<file path="config.mk">
export PLATFORM = sky130hd
export DESIGN_NAME = ir_remote_pwm_transmitter
export DESIGN_NICKNAME = d
export VERILOG_FILES = /design/src/logic/ir_remote_pwm_transmitter.v
export VERILOG_INCLUDE_DIRS = /design/src /design/src/inc
export SDC_FILE = /design/constraint.sdc
export NUM_CORES = 1
export LEC_CHECK = 0
export BUFFER_PORTS_ARGS = -buffer_cell sky130_fd_sc_hd__clkbuf_2
export CORE_MARGIN = 2
export CORE_UTILIZATION = 61
export CTS_BUF_LIST = sky130_fd_sc_hd__clkbuf_16
export DETAILED_ROUTE_END_ITERATION = 8
export GPL_TIMING_DRIVEN = 0
export PLACE_DENSITY_LB_ADDON = 0.3
export SKIP_CTS_REPAIR_TIMING = 1
export SYNTH_ARGS = -nofsm -noshare
export SYNTH_HDL_FRONTEND = slang
export SYNTH_SLANG_ARGS = --single-unit
</file>
<file path="constraint.sdc">
create_clock -name sys_clk_i -period 4.5 [get_ports sys_clk_i]
set_clock_uncertainty 0.2 [all_clocks]
set_input_delay 0.45 -clock sys_clk_i [delete_from_list [all_inputs] [get_ports sys_clk_i]]
set_output_delay 0.45 -clock sys_clk_i [all_outputs]
set_load 0.03 [all_outputs]
</file>
<file path="src/inc/ir_remote_regs.vh">
// Register map, field positions, reset values and timing for the IR transmitter
// Overview of operation
// - Transmit output is carrier AND data waveform.
// - 8-bit carrier counter; carrier high from zero, toggles at duty match.
// - At period match carrier toggles and counter returns to zero.
// - Counter clear zeroes both counters; run starts and stops both counters.
// - 16-bit data counter; data active from zero, toggles at active match.
// - At data-length match data toggles and data counter returns to zero.
// - Repeat mode: data counter cycles until run is cleared.
// - One-shot mode: data counter stops itself at data-length match.
// - Shadows off: compare against registers, rewrite acts at once.
// - Shadows on: compare against shadow copies of both lengths.
// - Shadows reload from registers on shadowed data-length match.
// - Shadows on: busy flag set on write, cleared when copied.
// - Active match flag set on match; cleared by write one or soft reset.
// - Length match flag set on match; cleared by write one or soft reset.
// - Interrupt request only while an enabled flag is set.
// - Transmit and clear-pulse outputs act while run is one.
// - Debug keep bit lets operating clock run during debug halt.
// - Source and divider fields; divider k divides by two to the k, except source 3 (never divided) and k above 8 on source 1 (divides by one).
// - Soft reset forces counter clear and run to zero.
// - One-shot stop clears run automatically.
// - Soft reset clears counters and flags, reads one while busy, self-clears.
// - Module enable gates operating clock; disabled blocks length writes.
// - Writes to a length register are ignored while its busy flag is one.
`ifndef IR_REMOTE_REGS_VH
`define IR_REMOTE_REGS_VH
`define ADDR_CLK_CTRL 4'h0
`define ADDR_CNT_CTRL 4'h1
`define ADDR_BIT_COUNT 4'h2
`define ADDR_ACTIVE_LEN 4'h3
`define ADDR_BIT_LEN 4'h4
`define ADDR_STATUS 4'h5
`define ADDR_INTEN 4'h6
`define ADDR_CARR 4'h7
`define ADDR_CCTL 4'h8
`define CLK_DBG_BIT 8
`define CLK_DIV_HI 7
`define CLK_DIV_LO 4
`define CLK_SRC_HI 1
`define CLK_SRC_LO 0
`define CC_CLR_BIT 9
`define CC_RUN_BIT 8
`define CC_INV_BIT 4
`define CC_BUF_BIT 3
`define CC_ONE_BIT 2
`define CC_SRST_BIT 1
`define CC_EN_BIT 0
`define ST_RUN_BIT 10
`define ST_DBBSY_BIT 9
`define ST_APBSY_BIT 8
`define ST_DBF_BIT 1
`define ST_APF_BIT 0
`define CCTL_OINV_BIT 8
`define CCTL_CAR_BIT 0
`define RESET_VAL16 16'h0000
`define SRST_CYCLES 2'h2
`endif

</file>
<file path="src/logic/ir_remote_pwm_transmitter.v">
// IR remote PWM transmitter: registers, divider, carrier and data generators
//
// Our own choices: the placing of the registers and the plain strobed port.
`timescale 1ns/1ps
`include "ir_remote_regs.vh"
module ir_remote_pwm_transmitter #(
  parameter DIV_W = 15
) (
  // Clock and reset
  input wire sys_clk_i,
  input wire rst_i,
  // Register port
  input wire [3:0] addr_i,
  input wire [15:0] wdata_i,
  input wire wr_i,
  input wire rd_i,
  output reg [15:0] rdata_o,
  // Clock sources, already on sys_clk domain as enables
  input wire [3:0] src_tick_i,
  input wire debug_halt_i,
  // Outputs
  output reg ir_transmit_out_o,
  output reg clear_pulse_out_o,
  output reg irq_o
);

  // Control registers
  reg debug_clock_keep_reg;
  reg [3:0] clock_divider_select_reg;
  reg [1:0] clock_source_select_reg;
  reg count_clear_reg, count_run_reg, output_invert_reg;
  reg shadow_compare_enable_reg, one_shot_select_reg, module_enable_reg;
  reg [1:0] srst_cnt_reg;
  reg [15:0] active_pulse_length_reg, data_bit_length_reg;
  reg [15:0] ap_shadow_reg, db_shadow_reg;
  reg active_length_busy_reg, bit_length_busy_reg;
  reg active_match_flag_reg, length_match_flag_reg;
  reg ap_ie_reg, db_ie_reg;
  reg [7:0] carrier_high_length_reg, carrier_period_reg;
  reg out_polarity_reg, carrier_enable_reg;
  reg [15:0] data_bit_count_reg;
  reg [7:0] carrier_count_reg;
  reg carrier_wave_reg, data_wave_reg;
  reg [DIV_W-1:0] div_cnt_reg;
  // Soft reset holds the counters for a two-cycle window
  wire soft_reset_busy = (srst_cnt_reg != 2'h0);
  // Sources arrive as same-domain enable ticks
  wire src_tick = src_tick_i[clock_source_select_reg];
  // Low-speed stops at 1/256 and external is never divided; settings
  // without a listed ratio fall back to 1/1
  reg [3:0] div_sel;
  always @*
  begin
    div_sel = clock_divider_select_reg;
    case (clock_source_select_reg)
      2'h1:
      begin
        if (clock_divider_select_reg > 4'h8)
          div_sel = 4'h0;
      end
      2'h3:
        div_sel = 4'h0;
      default:
        div_sel = clock_divider_select_reg;
    endcase
  end
  wire [DIV_W:0] div_mask = ({{DIV_W{1'b0}}, 1'b1} << div_sel) - 1'b1;
  // Operating tick: enabled module, debug gate, divided source
  wire op_tick = module_enable_reg && src_tick &&
                 (!debug_halt_i || debug_clock_keep_reg) &&
                 ((div_cnt_reg & div_mask[DIV_W-1:0]) == {DIV_W{1'b0}});
  wire run_tick = op_tick && count_run_reg && !soft_reset_busy;
  // Compare sources
  wire [15:0] ap_cmp = shadow_compare_enable_reg ? ap_shadow_reg :
                       active_pulse_length_reg;
  wire [15:0] db_cmp = shadow_compare_enable_reg ? db_shadow_reg :
                       data_bit_length_reg;
  wire ap_hit = run_tick && (data_bit_count_reg == ap_cmp);
  wire db_hit = run_tick && (data_bit_count_reg == db_cmp);
  // Register write decodes
  wire wr_cc = wr_i && (addr_i == `ADDR_CNT_CTRL);
  wire srst_req = wr_cc && wdata_i[`CC_SRST_BIT];
  // Length writes need module enable, refused while busy
  wire wr_ap = wr_i && (addr_i == `ADDR_ACTIVE_LEN) && module_enable_reg &&
               !(shadow_compare_enable_reg && active_length_busy_reg);
  wire wr_db = wr_i && (addr_i == `ADDR_BIT_LEN) && module_enable_reg &&
               !(shadow_compare_enable_reg && bit_length_busy_reg);
  wire wr_st = wr_i && (addr_i == `ADDR_STATUS);

  // Source edge divider; free-running so ratio is exact
  always @(posedge sys_clk_i)
  begin
    if (rst_i)
      div_cnt_reg <= {DIV_W{1'b0}};
    else if (!module_enable_reg)
      div_cnt_reg <= {DIV_W{1'b0}};
    else if (src_tick && (!debug_halt_i || debug_clock_keep_reg))
      div_cnt_reg <= div_cnt_reg + 1'b1;
  end

  // Clock control: only accepted while module disabled
  always @(posedge sys_clk_i)
  begin
    if (rst_i)
    begin
      debug_clock_keep_reg <= 1'b0;
      clock_divider_select_reg <= 4'h0;
      clock_source_select_reg <= 2'h0;
    end
    else if (wr_i && (addr_i == `ADDR_CLK_CTRL) && !module_enable_reg)
    begin
      debug_clock_keep_reg <= wdata_i[`CLK_DBG_BIT];
      clock_divider_select_reg <= wdata_i[`CLK_DIV_HI:`CLK_DIV_LO];
      clock_source_select_reg <= wdata_i[`CLK_SRC_HI:`CLK_SRC_LO];
    end
  end

  // Counter control and soft reset sequencing
  always @(posedge sys_clk_i)
  begin
    if (rst_i)
    begin
      count_clear_reg <= 1'b0;
      count_run_reg <= 1'b0;
      output_invert_reg <= 1'b0;
      shadow_compare_enable_reg <= 1'b0;
      one_shot_select_reg <= 1'b0;
      module_enable_reg <= 1'b0;
      srst_cnt_reg <= 2'h0;
    end
    else
    begin
      if (soft_reset_busy)
        srst_cnt_reg <= srst_cnt_reg - 2'h1;
      if (wr_cc)
      begin
        output_invert_reg <= wdata_i[`CC_INV_BIT];
        shadow_compare_enable_reg <= wdata_i[`CC_BUF_BIT];
        one_shot_select_reg <= wdata_i[`CC_ONE_BIT];
        module_enable_reg <= wdata_i[`CC_EN_BIT];
        count_run_reg <= wdata_i[`CC_RUN_BIT] && wdata_i[`CC_EN_BIT];
        count_clear_reg <= wdata_i[`CC_CLR_BIT] && wdata_i[`CC_EN_BIT];
      end
      else if (count_clear_reg && op_tick)
        count_clear_reg <= 1'b0; // Clear done on next operating tick
      if (db_hit && one_shot_select_reg && !wr_cc)
        count_run_reg <= 1'b0;
      if (srst_req)
      begin
        count_clear_reg <= 1'b0;
        count_run_reg <= 1'b0;
        srst_cnt_reg <= `SRST_CYCLES;
      end
    end
  end

  // Length registers, shadows and busy flags
  always @(posedge sys_clk_i)
  begin
    if (rst_i)
    begin
      active_pulse_length_reg <= `RESET_VAL16;
      data_bit_length_reg <= `RESET_VAL16;
      ap_shadow_reg <= `RESET_VAL16;
      db_shadow_reg <= `RESET_VAL16;
      active_length_busy_reg <= 1'b0;
      bit_length_busy_reg <= 1'b0;
    end
    else
    begin
      if (wr_ap)
        active_pulse_length_reg <= wdata_i;
      if (wr_db)
        data_bit_length_reg <= wdata_i;
      if (!shadow_compare_enable_reg)
      begin
        // Shadows track registers so enabling buffering starts coherent
        ap_shadow_reg <= active_pulse_length_reg;
        db_shadow_reg <= data_bit_length_reg;
        active_length_busy_reg <= 1'b0;
        bit_length_busy_reg <= 1'b0;
      end
      else
      begin
        if (db_hit)
        begin
          ap_shadow_reg <= active_pulse_length_reg;
          db_shadow_reg <= data_bit_length_reg;
          active_length_busy_reg <= 1'b0;
          bit_length_busy_reg <= 1'b0;
        end
        if (wr_ap)
          active_length_busy_reg <= 1'b1;
        if (wr_db)
          bit_length_busy_reg <= 1'b1;
      end
    end
  end

  // Counters and waveforms
  always @(posedge sys_clk_i)
  begin
    if (rst_i || soft_reset_busy || (count_clear_reg && op_tick))
    begin
      data_bit_count_reg <= `RESET_VAL16;
      carrier_count_reg <= 8'h00;
      carrier_wave_reg <= 1'b1;
      data_wave_reg <= 1'b1;
    end
    else if (run_tick)
    begin
      // Carrier generator
      if (carrier_count_reg == carrier_period_reg)
      begin
        carrier_count_reg <= 8'h00;
        carrier_wave_reg <= 1'b1;
      end
      else
      begin
        carrier_count_reg <= carrier_count_reg + 8'h01;
        if (carrier_count_reg == carrier_high_length_reg)
          carrier_wave_reg <= 1'b0;
      end
      // Data generator
      if (db_hit)
      begin
        data_bit_count_reg <= `RESET_VAL16;
        data_wave_reg <= 1'b1;
      end
      else
      begin
        data_bit_count_reg <= data_bit_count_reg + 16'h0001;
        if (ap_hit)
          data_wave_reg <= 1'b0;
      end
    end
  end

  // Match flags: set beats clear
  always @(posedge sys_clk_i)
  begin
    if (rst_i)
    begin
      active_match_flag_reg <= 1'b0;
      length_match_flag_reg <= 1'b0;
    end
    // Soft reset clears both flags even against a fresh match
    else if (srst_req || soft_reset_busy)
    begin
      active_match_flag_reg <= 1'b0;
      length_match_flag_reg <= 1'b0;
    end
    else
    begin
      active_match_flag_reg <= ap_hit || (active_match_flag_reg &&
                               !(wr_st && wdata_i[`ST_APF_BIT]));
      length_match_flag_reg <= db_hit || (length_match_flag_reg &&
                               !(wr_st && wdata_i[`ST_DBF_BIT]));
    end
  end

  // Interrupt enable, carrier and modulation control registers
  always @(posedge sys_clk_i)
  begin
    if (rst_i)
    begin
      ap_ie_reg <= 1'b0;
      db_ie_reg <= 1'b0;
      carrier_high_length_reg <= 8'h00;
      carrier_period_reg <= 8'h00;
      out_polarity_reg <= 1'b0;
      carrier_enable_reg <= 1'b0;
    end
    else if (wr_i)
    begin
      if (addr_i == `ADDR_INTEN)
      begin
        ap_ie_reg <= wdata_i[0];
        db_ie_reg <= wdata_i[1];
      end
      if (addr_i == `ADDR_CARR)
      begin
        carrier_high_length_reg <= wdata_i[15:8];
        carrier_period_reg <= wdata_i[7:0];
      end
      if (addr_i == `ADDR_CCTL)
      begin
        out_polarity_reg <= wdata_i[`CCTL_OINV_BIT];
        carrier_enable_reg <= wdata_i[`CCTL_CAR_BIT];
      end
    end
  end

  // Registered outputs; while stopped clear pulse idles low and transmit shows the polarity bit
  always @(posedge sys_clk_i)
  begin
    if (rst_i)
    begin
      ir_transmit_out_o <= 1'b0;
      clear_pulse_out_o <= 1'b0;
      irq_o <= 1'b0;
    end
    else
    begin
      ir_transmit_out_o <= (count_run_reg &&
        ((carrier_wave_reg || !carrier_enable_reg) &&
         (data_wave_reg ^ output_invert_reg))) ^ out_polarity_reg;
      clear_pulse_out_o <= count_run_reg && !data_wave_reg;
      irq_o <= (active_match_flag_reg && ap_ie_reg) ||
               (length_match_flag_reg && db_ie_reg);
    end
  end

  // Read data, one cycle after the strobe; unmapped reads zero
  always @(posedge sys_clk_i)
  begin
    if (rst_i)
      rdata_o <= 16'h0000;
    else if (rd_i)
    begin
      case (addr_i)
        `ADDR_CLK_CTRL: rdata_o <= {7'h00, debug_clock_keep_reg,
          clock_divider_select_reg, 2'h0, clock_source_select_reg};
        `ADDR_CNT_CTRL: rdata_o <= {6'h00, count_clear_reg, count_run_reg,
          3'h0, output_invert_reg, shadow_compare_enable_reg,
          one_shot_select_reg, soft_reset_busy, module_enable_reg};
        `ADDR_BIT_COUNT: rdata_o <= data_bit_count_reg;
        `ADDR_ACTIVE_LEN: rdata_o <= active_pulse_length_reg;
        `ADDR_BIT_LEN: rdata_o <= data_bit_length_reg;
        `ADDR_STATUS: rdata_o <= {5'h00, count_run_reg,
          bit_length_busy_reg, active_length_busy_reg, 6'h00,
          length_match_flag_reg, active_match_flag_reg};
        `ADDR_INTEN: rdata_o <= {14'h0000, db_ie_reg, ap_ie_reg};
        `ADDR_CARR: rdata_o <= {carrier_high_length_reg, carrier_period_reg};
        `ADDR_CCTL: rdata_o <= {7'h00, out_polarity_reg, 7'h00,
          carrier_enable_reg};
        default: rdata_o <= 16'h0000;
      endcase
    end
    else
      rdata_o <= 16'h0000;
  end

endmodule

</file>
**Yosys cells after proc, flatten, opt, wreduce, memory -nomap -nowiden**

Index checks and enable logic that the tools add are counted.

- Bits in registers: 163
- Bits of input ports: 29
- Output and inout bits: 19

- Add/subtract/negate cells: 5
- Magnitude comparators: 2
- Equality and inequality tests: 15
- Shift operators: 1
- Mux-type cells: 24
- Bitwise gates (word level): 6
- Reduce and logical (&&, ||, !) cells: 73

Operators with widths:

| kind | count |
|---|---|
| 16-bit case mux with 9 select lines | 1 |
| 16-bit 2-to-1 mux | 7 |
| 1-bit logical AND | 35 |
| 16-bit == test | 2 |
| 16-bit by 1-bit adder with 16-bit output (second input constant) | 1 |
| 4-bit by 3-bit == test with 1-bit output (second input constant) | 4 |
| 8-bit == test | 2 |
| 15-bit by 1-bit adder with 15-bit output (second input constant) | 1 |
| 15-bit AND | 1 |
| 15-bit logical NOT | 1 |
| 1-bit by 4-bit left shift with 15-bit output (first input constant) | 1 |
| 15-bit by 1-bit subtractor with 15-bit output (second input constant) | 1 |
| 2-bit nonzero test | 7 |
| 1-bit logical NOT | 10 |
| 1-bit 2-to-1 mux | 10 |
| 2-bit AND reduction | 5 |
| 2-bit OR reduction | 5 |
| 8-bit by 1-bit adder with 8-bit output (second input constant) | 1 |
| 4-bit by 2-bit == test with 1-bit output (second input constant) | 2 |
| 1-bit logical OR | 8 |
| 8-bit 2-to-1 mux | 1 |
| 4-bit case mux with 2 select lines | 1 |
| 4-bit by 1-bit == test with 1-bit output (second input constant) | 1 |
| 4-bit == test (second input constant) | 1 |
| 13 further kinds | 17 |

**Depth between registers and ports, before layout**

- Depth in word-level cells: 14
- Gate-level depth with buffers: 16
- Depth with buffers taken out: 11

**Least setup slack after synthesis**

OpenSTA, ideal clock, no wires.

- Path kind: register to register
- Start: reg clock_divider_select_reg[1]
- End: reg data_bit_count_reg[12]
- Setup time: 115 ps
- Arrival time: 3300 ps
- Data required time: 4185 ps
- Slack: 885 ps
- Cell stages (with the launch flop): 16
- Period minus slack after synthesis: 3615 ps
- Path through: dfxtp_1 > buf_2 > nor4_2 > nor2_1 > a31oi_1 > ha_1 > buf_2 > nor2_1 > nand3_1 > a21oi_1 > or4_1 > buf_4 > or4_4 > buf_6 > o31a_1 > o21a_1

- Cells in the longest elaborated chain, start to end: 12
- Elaborated cells between the ends (all ways): 14
- Those cells by class: 1 x add/sub; 1 x order compare; 1 x shift; 3 x mux; 1 x bitwise; 7 x reduce/logical

RTL lines:

| element | line | RTL |
|---|---|---|
| start, declared | ir_remote_pwm_transmitter.v:29 | `reg [3:0] clock_divider_select_reg;` |
| start signal, assigned | ir_remote_pwm_transmitter.v:113 | `` clock_divider_select_reg <= wdata_i[`CLK_DIV_HI:`CLK_DIV_LO]; `` |
| 4-bit > comparator | ir_remote_pwm_transmitter.v:58 | `if (clock_divider_select_reg > 4'h8)` |
| 4-bit 2-to-1 mux | ir_remote_pwm_transmitter.v:58 |  |
| 4-bit case mux with 2 select lines (*) | ir_remote_pwm_transmitter.v:55 | `case (clock_source_select_reg)` |
| 1-bit by 4-bit left shift with 15-bit output (*) | ir_remote_pwm_transmitter.v:67 | `wire [DIV_W:0] div_mask = ({{DIV_W{1'b0}}, 1'b1} << div_sel) - 1'b1;` |
| 15-bit by 1-bit subtractor with 15-bit output (*) | ir_remote_pwm_transmitter.v:67 |  |
| 15-bit AND (*) | ir_remote_pwm_transmitter.v:71 | `((div_cnt_reg & div_mask[DIV_W-1:0]) == {DIV_W{1'b0}});` |
| 15-bit logical NOT (*) | ir_remote_pwm_transmitter.v:71 |  |
| 1-bit logical AND (*) | ir_remote_pwm_transmitter.v:70 | `(!debug_halt_i \|\| debug_clock_keep_reg) &&` |
| 1-bit logical AND (2 in a row) | ir_remote_pwm_transmitter.v:72 | `wire run_tick = op_tick && count_run_reg && !soft_reset_busy;` |
| 1-bit logical AND | ir_remote_pwm_transmitter.v:79 | `wire db_hit = run_tick && (data_bit_count_reg == db_cmp);` |
| 16-bit 2-to-1 mux | ir_remote_pwm_transmitter.v:225 | `if (db_hit)` |
| end signal, assigned | ir_remote_pwm_transmitter.v:205 | `` data_bit_count_reg <= `RESET_VAL16; `` |
| end signal, assigned | ir_remote_pwm_transmitter.v:227 | `` data_bit_count_reg <= `RESET_VAL16; `` |
| end signal, assigned | ir_remote_pwm_transmitter.v:232 | `data_bit_count_reg <= data_bit_count_reg + 16'h0001;` |
| end, declared | ir_remote_pwm_transmitter.v:41 | `reg [15:0] data_bit_count_reg;` |

Mark *: on every way between the ends. The rest lies on a longest branch, timed or not.
A chain may end at the register's enable or synchronous reset.

**Final worst setup path**

- Start: reg clock_divider_select_reg[1]
- End: reg carrier_count_reg[6]

- Cells in the longest elaborated chain, start to end: 10
- Elaborated cells between the ends (all ways): 12
- Those cells by class: 1 x add/sub; 1 x order compare; 1 x shift; 2 x mux; 1 x bitwise; 6 x reduce/logical

RTL lines:

| element | line | RTL |
|---|---|---|
| 4-bit > comparator | ir_remote_pwm_transmitter.v:58 |  |
| 4-bit 2-to-1 mux | ir_remote_pwm_transmitter.v:58 |  |
| 4-bit case mux with 2 select lines (*) | ir_remote_pwm_transmitter.v:55 |  |
| 1-bit by 4-bit left shift with 15-bit output (*) | ir_remote_pwm_transmitter.v:67 |  |
| 15-bit by 1-bit subtractor with 15-bit output (*) | ir_remote_pwm_transmitter.v:67 |  |
| 15-bit AND (*) | ir_remote_pwm_transmitter.v:71 |  |
| 15-bit logical NOT (*) | ir_remote_pwm_transmitter.v:71 |  |
| 1-bit logical AND (*) | ir_remote_pwm_transmitter.v:70 |  |
| 1-bit logical AND, on equally long branches | ir_remote_pwm_transmitter.v:72, ir_remote_pwm_transmitter.v:203 |  |
| 1-bit logical AND or 1-bit logical OR (tied branches) | ir_remote_pwm_transmitter.v:72, ir_remote_pwm_transmitter.v:203 |  |
| end signal, assigned | ir_remote_pwm_transmitter.v:220 | `carrier_count_reg <= carrier_count_reg + 8'h01;` |
| end, declared | ir_remote_pwm_transmitter.v:42 | `reg [7:0] carrier_count_reg;` |

Marks and branches as above.

==> impl_metrics.toml <==
[layout]
n_antenna_cell = 0
post-route-util_pct = 71.11
fillers = 1086
layout.cells.most_common = "dfxtp_1"
layout.cells.most_common_list = "163 x dfxtp_1, 140 x nand2_1, 89 x a21oi_1"
finalNetCount = 1097
area_growth_pct = 13.26
layout-drive-gt1-share_pct = 9.665

[worst_hold_path]
timing.hold.worst.class = "in2reg"
min_from = "wdata_i[12]"

[detailed_routing]
first_drt_pass_iteration_count = 9
drcViolationCount = 1
route.final.wire_length_mm = 26.33
antenna_violating_nets_post_route = 0
route.detailed.vias_per_inst = 6.476
drt_iter0_markers = 1159
routed_wire_per_std_cell_um = 21.03
num_vias = 8108

[sta]
drv_slew = 0
fin_tns_setup_ns = 0
timing.fmax_ghz = 0.2359
setup_viol = 0
tightest_slew_ns = 1.112
finalCriticalPeriod_ns = 4.239
worst_slew_margin_rel_pct = 25.30
final.period_utilization_pct = 94.20
final_critical_path_setup_slack_ns = 0.2610
grt_setup_unrepaired = "no"
timing.final.hold_violations = 0

[logic_synthesis]
synth_sequential_area_ratio_pct = 38.94
yosys-top-cells-area = "dfxtp_1 39%, mux2i_1 9.1%, nand2_1 6.3%"
netlist_instances = 1001
postSynthNetCount = 1034
synth_flop_type = "dfxtp_1"
netlist_area_um2 = 8381
synth_top_area_share_pct = 38.94
post_synth.cell_area_avg_um2 = 8.372
number_of_enable_type_register_cells_in_the_synthesized_netlist = 0
yosysWarnings = 0
synth_largest_area_cell = "dfxtp_1"
synth.lib_cells_used.distinct = 67
async_flop_share_pct = 0
synth.ff_latch_count = 163

[global_route]
grt_first_pass_wirelength_mm = 40.92
number_of_antenna_violations_at_the_first_check_in_global_routing = 0
first_global_vias = 7463
gr-total-overflow = 0
track_usage_pct = 36.79
grt_start_max_net_pins = 17

[critical_path]
critPathArrivalTime_ns = 4.37
cp-startpoint = "clock_divider_select_reg[1]"
critical_path.startpoint_type = "flip-flop"
critical-path-slowest-cell = "or4_1"
critical_path.endpoint_type = "flip-flop"
critical_path.most_common_cell = "buf_2"
critical_path_required_ns = 4.63
crit_type = "reg2reg"
regToRegStartpoint = "clock_divider_select_reg[1]"
crit_path_cell_trace = "buf_2 -> nor4_2 -> nor2_1 -> a31oi_1 -> ha_1 -> buf_2 -> nor2_1 -> nand3_1 -> a21oi_1 -> or4_1 -> buf_4 -> or3_1 -> buf_2 -> o21ai_2 -> o21ba_2"
critical_path.max_stage_delay_ns = 0.55
critical_path_peak_fanout = 10

[cts]
clkTransAtPathRegs_ns = 0.06
clock_tree_from_tritoncts = "done"
htreeDepth = 4
tritoncts_num_sinks = 163
clock_insertion_delay_worst_skew_ns = 0.44
clock-root-buffer = "clkbuf_16"
numCtsBuffers = 17
cts.path.max_buffers = 2

[floorplan]
floorplan.rows = 42
die_width_um = 121.2
pin_count = 48
floorplan.initialDensity_pct = 62.79
core-area_um2 = 13350
die_h_um = 121.2
fp.dieArea_um2 = 14690

[outcome]
status = "complete, but fails checks"
violations = "design-rule violations"

[pwr]
vdd_ir_drop_max_mv = 0.3045
total_power_divided_by_cell_area_nw_per_um2 = 342.4
p_leak_nw = 3.124

[placed_design]
pre_cts_ws_ns = 0.1042
place.detailed.hpwl_mm = 18.86
buffer_ports.inserted = 43
finalWeightedCongestion = 1.050

[run]
max_cap_viol_count = 0
## path summary, 6_finish.rpt
kind                            endpoint  slack (ns)  cells past startpoint
max                 carrier_count_reg[6]        0.26                     15
min          active_pulse_length_reg[12]        0.08                      3
max reg2reg         carrier_count_reg[6]        0.26                     15
min reg2reg             ap_shadow_reg[5]        0.28                      2
## final cells by class
cell class | instances | area [um2] | area share [%]
plain buffers | 80 | 341.6 | 3.599
multi-input cells | 740 | 4718 | 49.71
inverters | 18 | 67.56 | 0.7118
clock buffers | 17 | 425.4 | 4.482
well taps | 176 | 220.2 | 2.320
flip-flops and latches | 163 | 3263 | 34.38
repair buffers | 44 | 220.2 | 2.320
clock inverters | 14 | 235.2 | 2.478
## worst max-delay path: cells and delay by family, from the launching register on
family          cells  cell delay, ns
buf+inv             4            0.83
fa+ha+maj           1            0.18
compound gates      4            0.83
flops               1            0.32
simple gates        6            1.76
## through the flow
step           instances  power, mW  area (um2)  hold WS, ns
6_report            1252      3.250        9492      0.08361
5_1_grt             1252      3.310        9492      0.08522
4_1_cts             1251      3.236        9477      0.07314
3_5_place_dp        1220      1.612        8816       0.2683
3_3_place_gp        1220      1.611        8816       0.2600
2_1_floorplan       1001      1.559        8381       0.2175
## synth_stat cells (8+ instances only)
cell type	count
a21oi_1	90
a222oi_1	8
a22oi_1	26
a31oi_1	11
and3_1	8
buf_2	12
clkbuf_1	62
dfxtp_1	163
inv_1	18
mux2i_1	76
nand2_1	140
nand2b_1	72
nand3_1	27
nand4_1	19
nor2_1	44
nor4_1	21
o21ai_0	24
or3_1	18
xnor2_1	45
xor2_1	21
## kinds of logic (layout without fill, tap and decap cells)
logic type               after synthesis  in the layout  share of synthesized area (%)
flip-flops                           163            163                          38.94
buffers and inverters                 98            173                          4.882
multiplexers                          78             78                          9.480
XOR/XNOR                              66             66                          6.898
AND/OR/NAND/NOR                      391            391                          23.92
adder cells (fa/ha/maj)                4              4                         0.5972
AO/OA/AOI/OAI                        201            201                          15.29
## report_power, final
| group | switching (mW) | leakage, nW | internal, mW |
|---|---|---|---|
| clock network | 0.626 | 0.324 | 1.04 |
| logic | 0.0919 | 1.49 | 0.0434 |
| registers | 0.00449 | 1.31 | 1.45 |
## per-layer routing
layer  routed length (um)  global-route usage (%)
met3                 3145                   9.539
met4                 1091                   17.17
met5                    0                       0
met1                10460                   48.49
met2                11630                   56.43
Power figures use the tool's default switching activity.
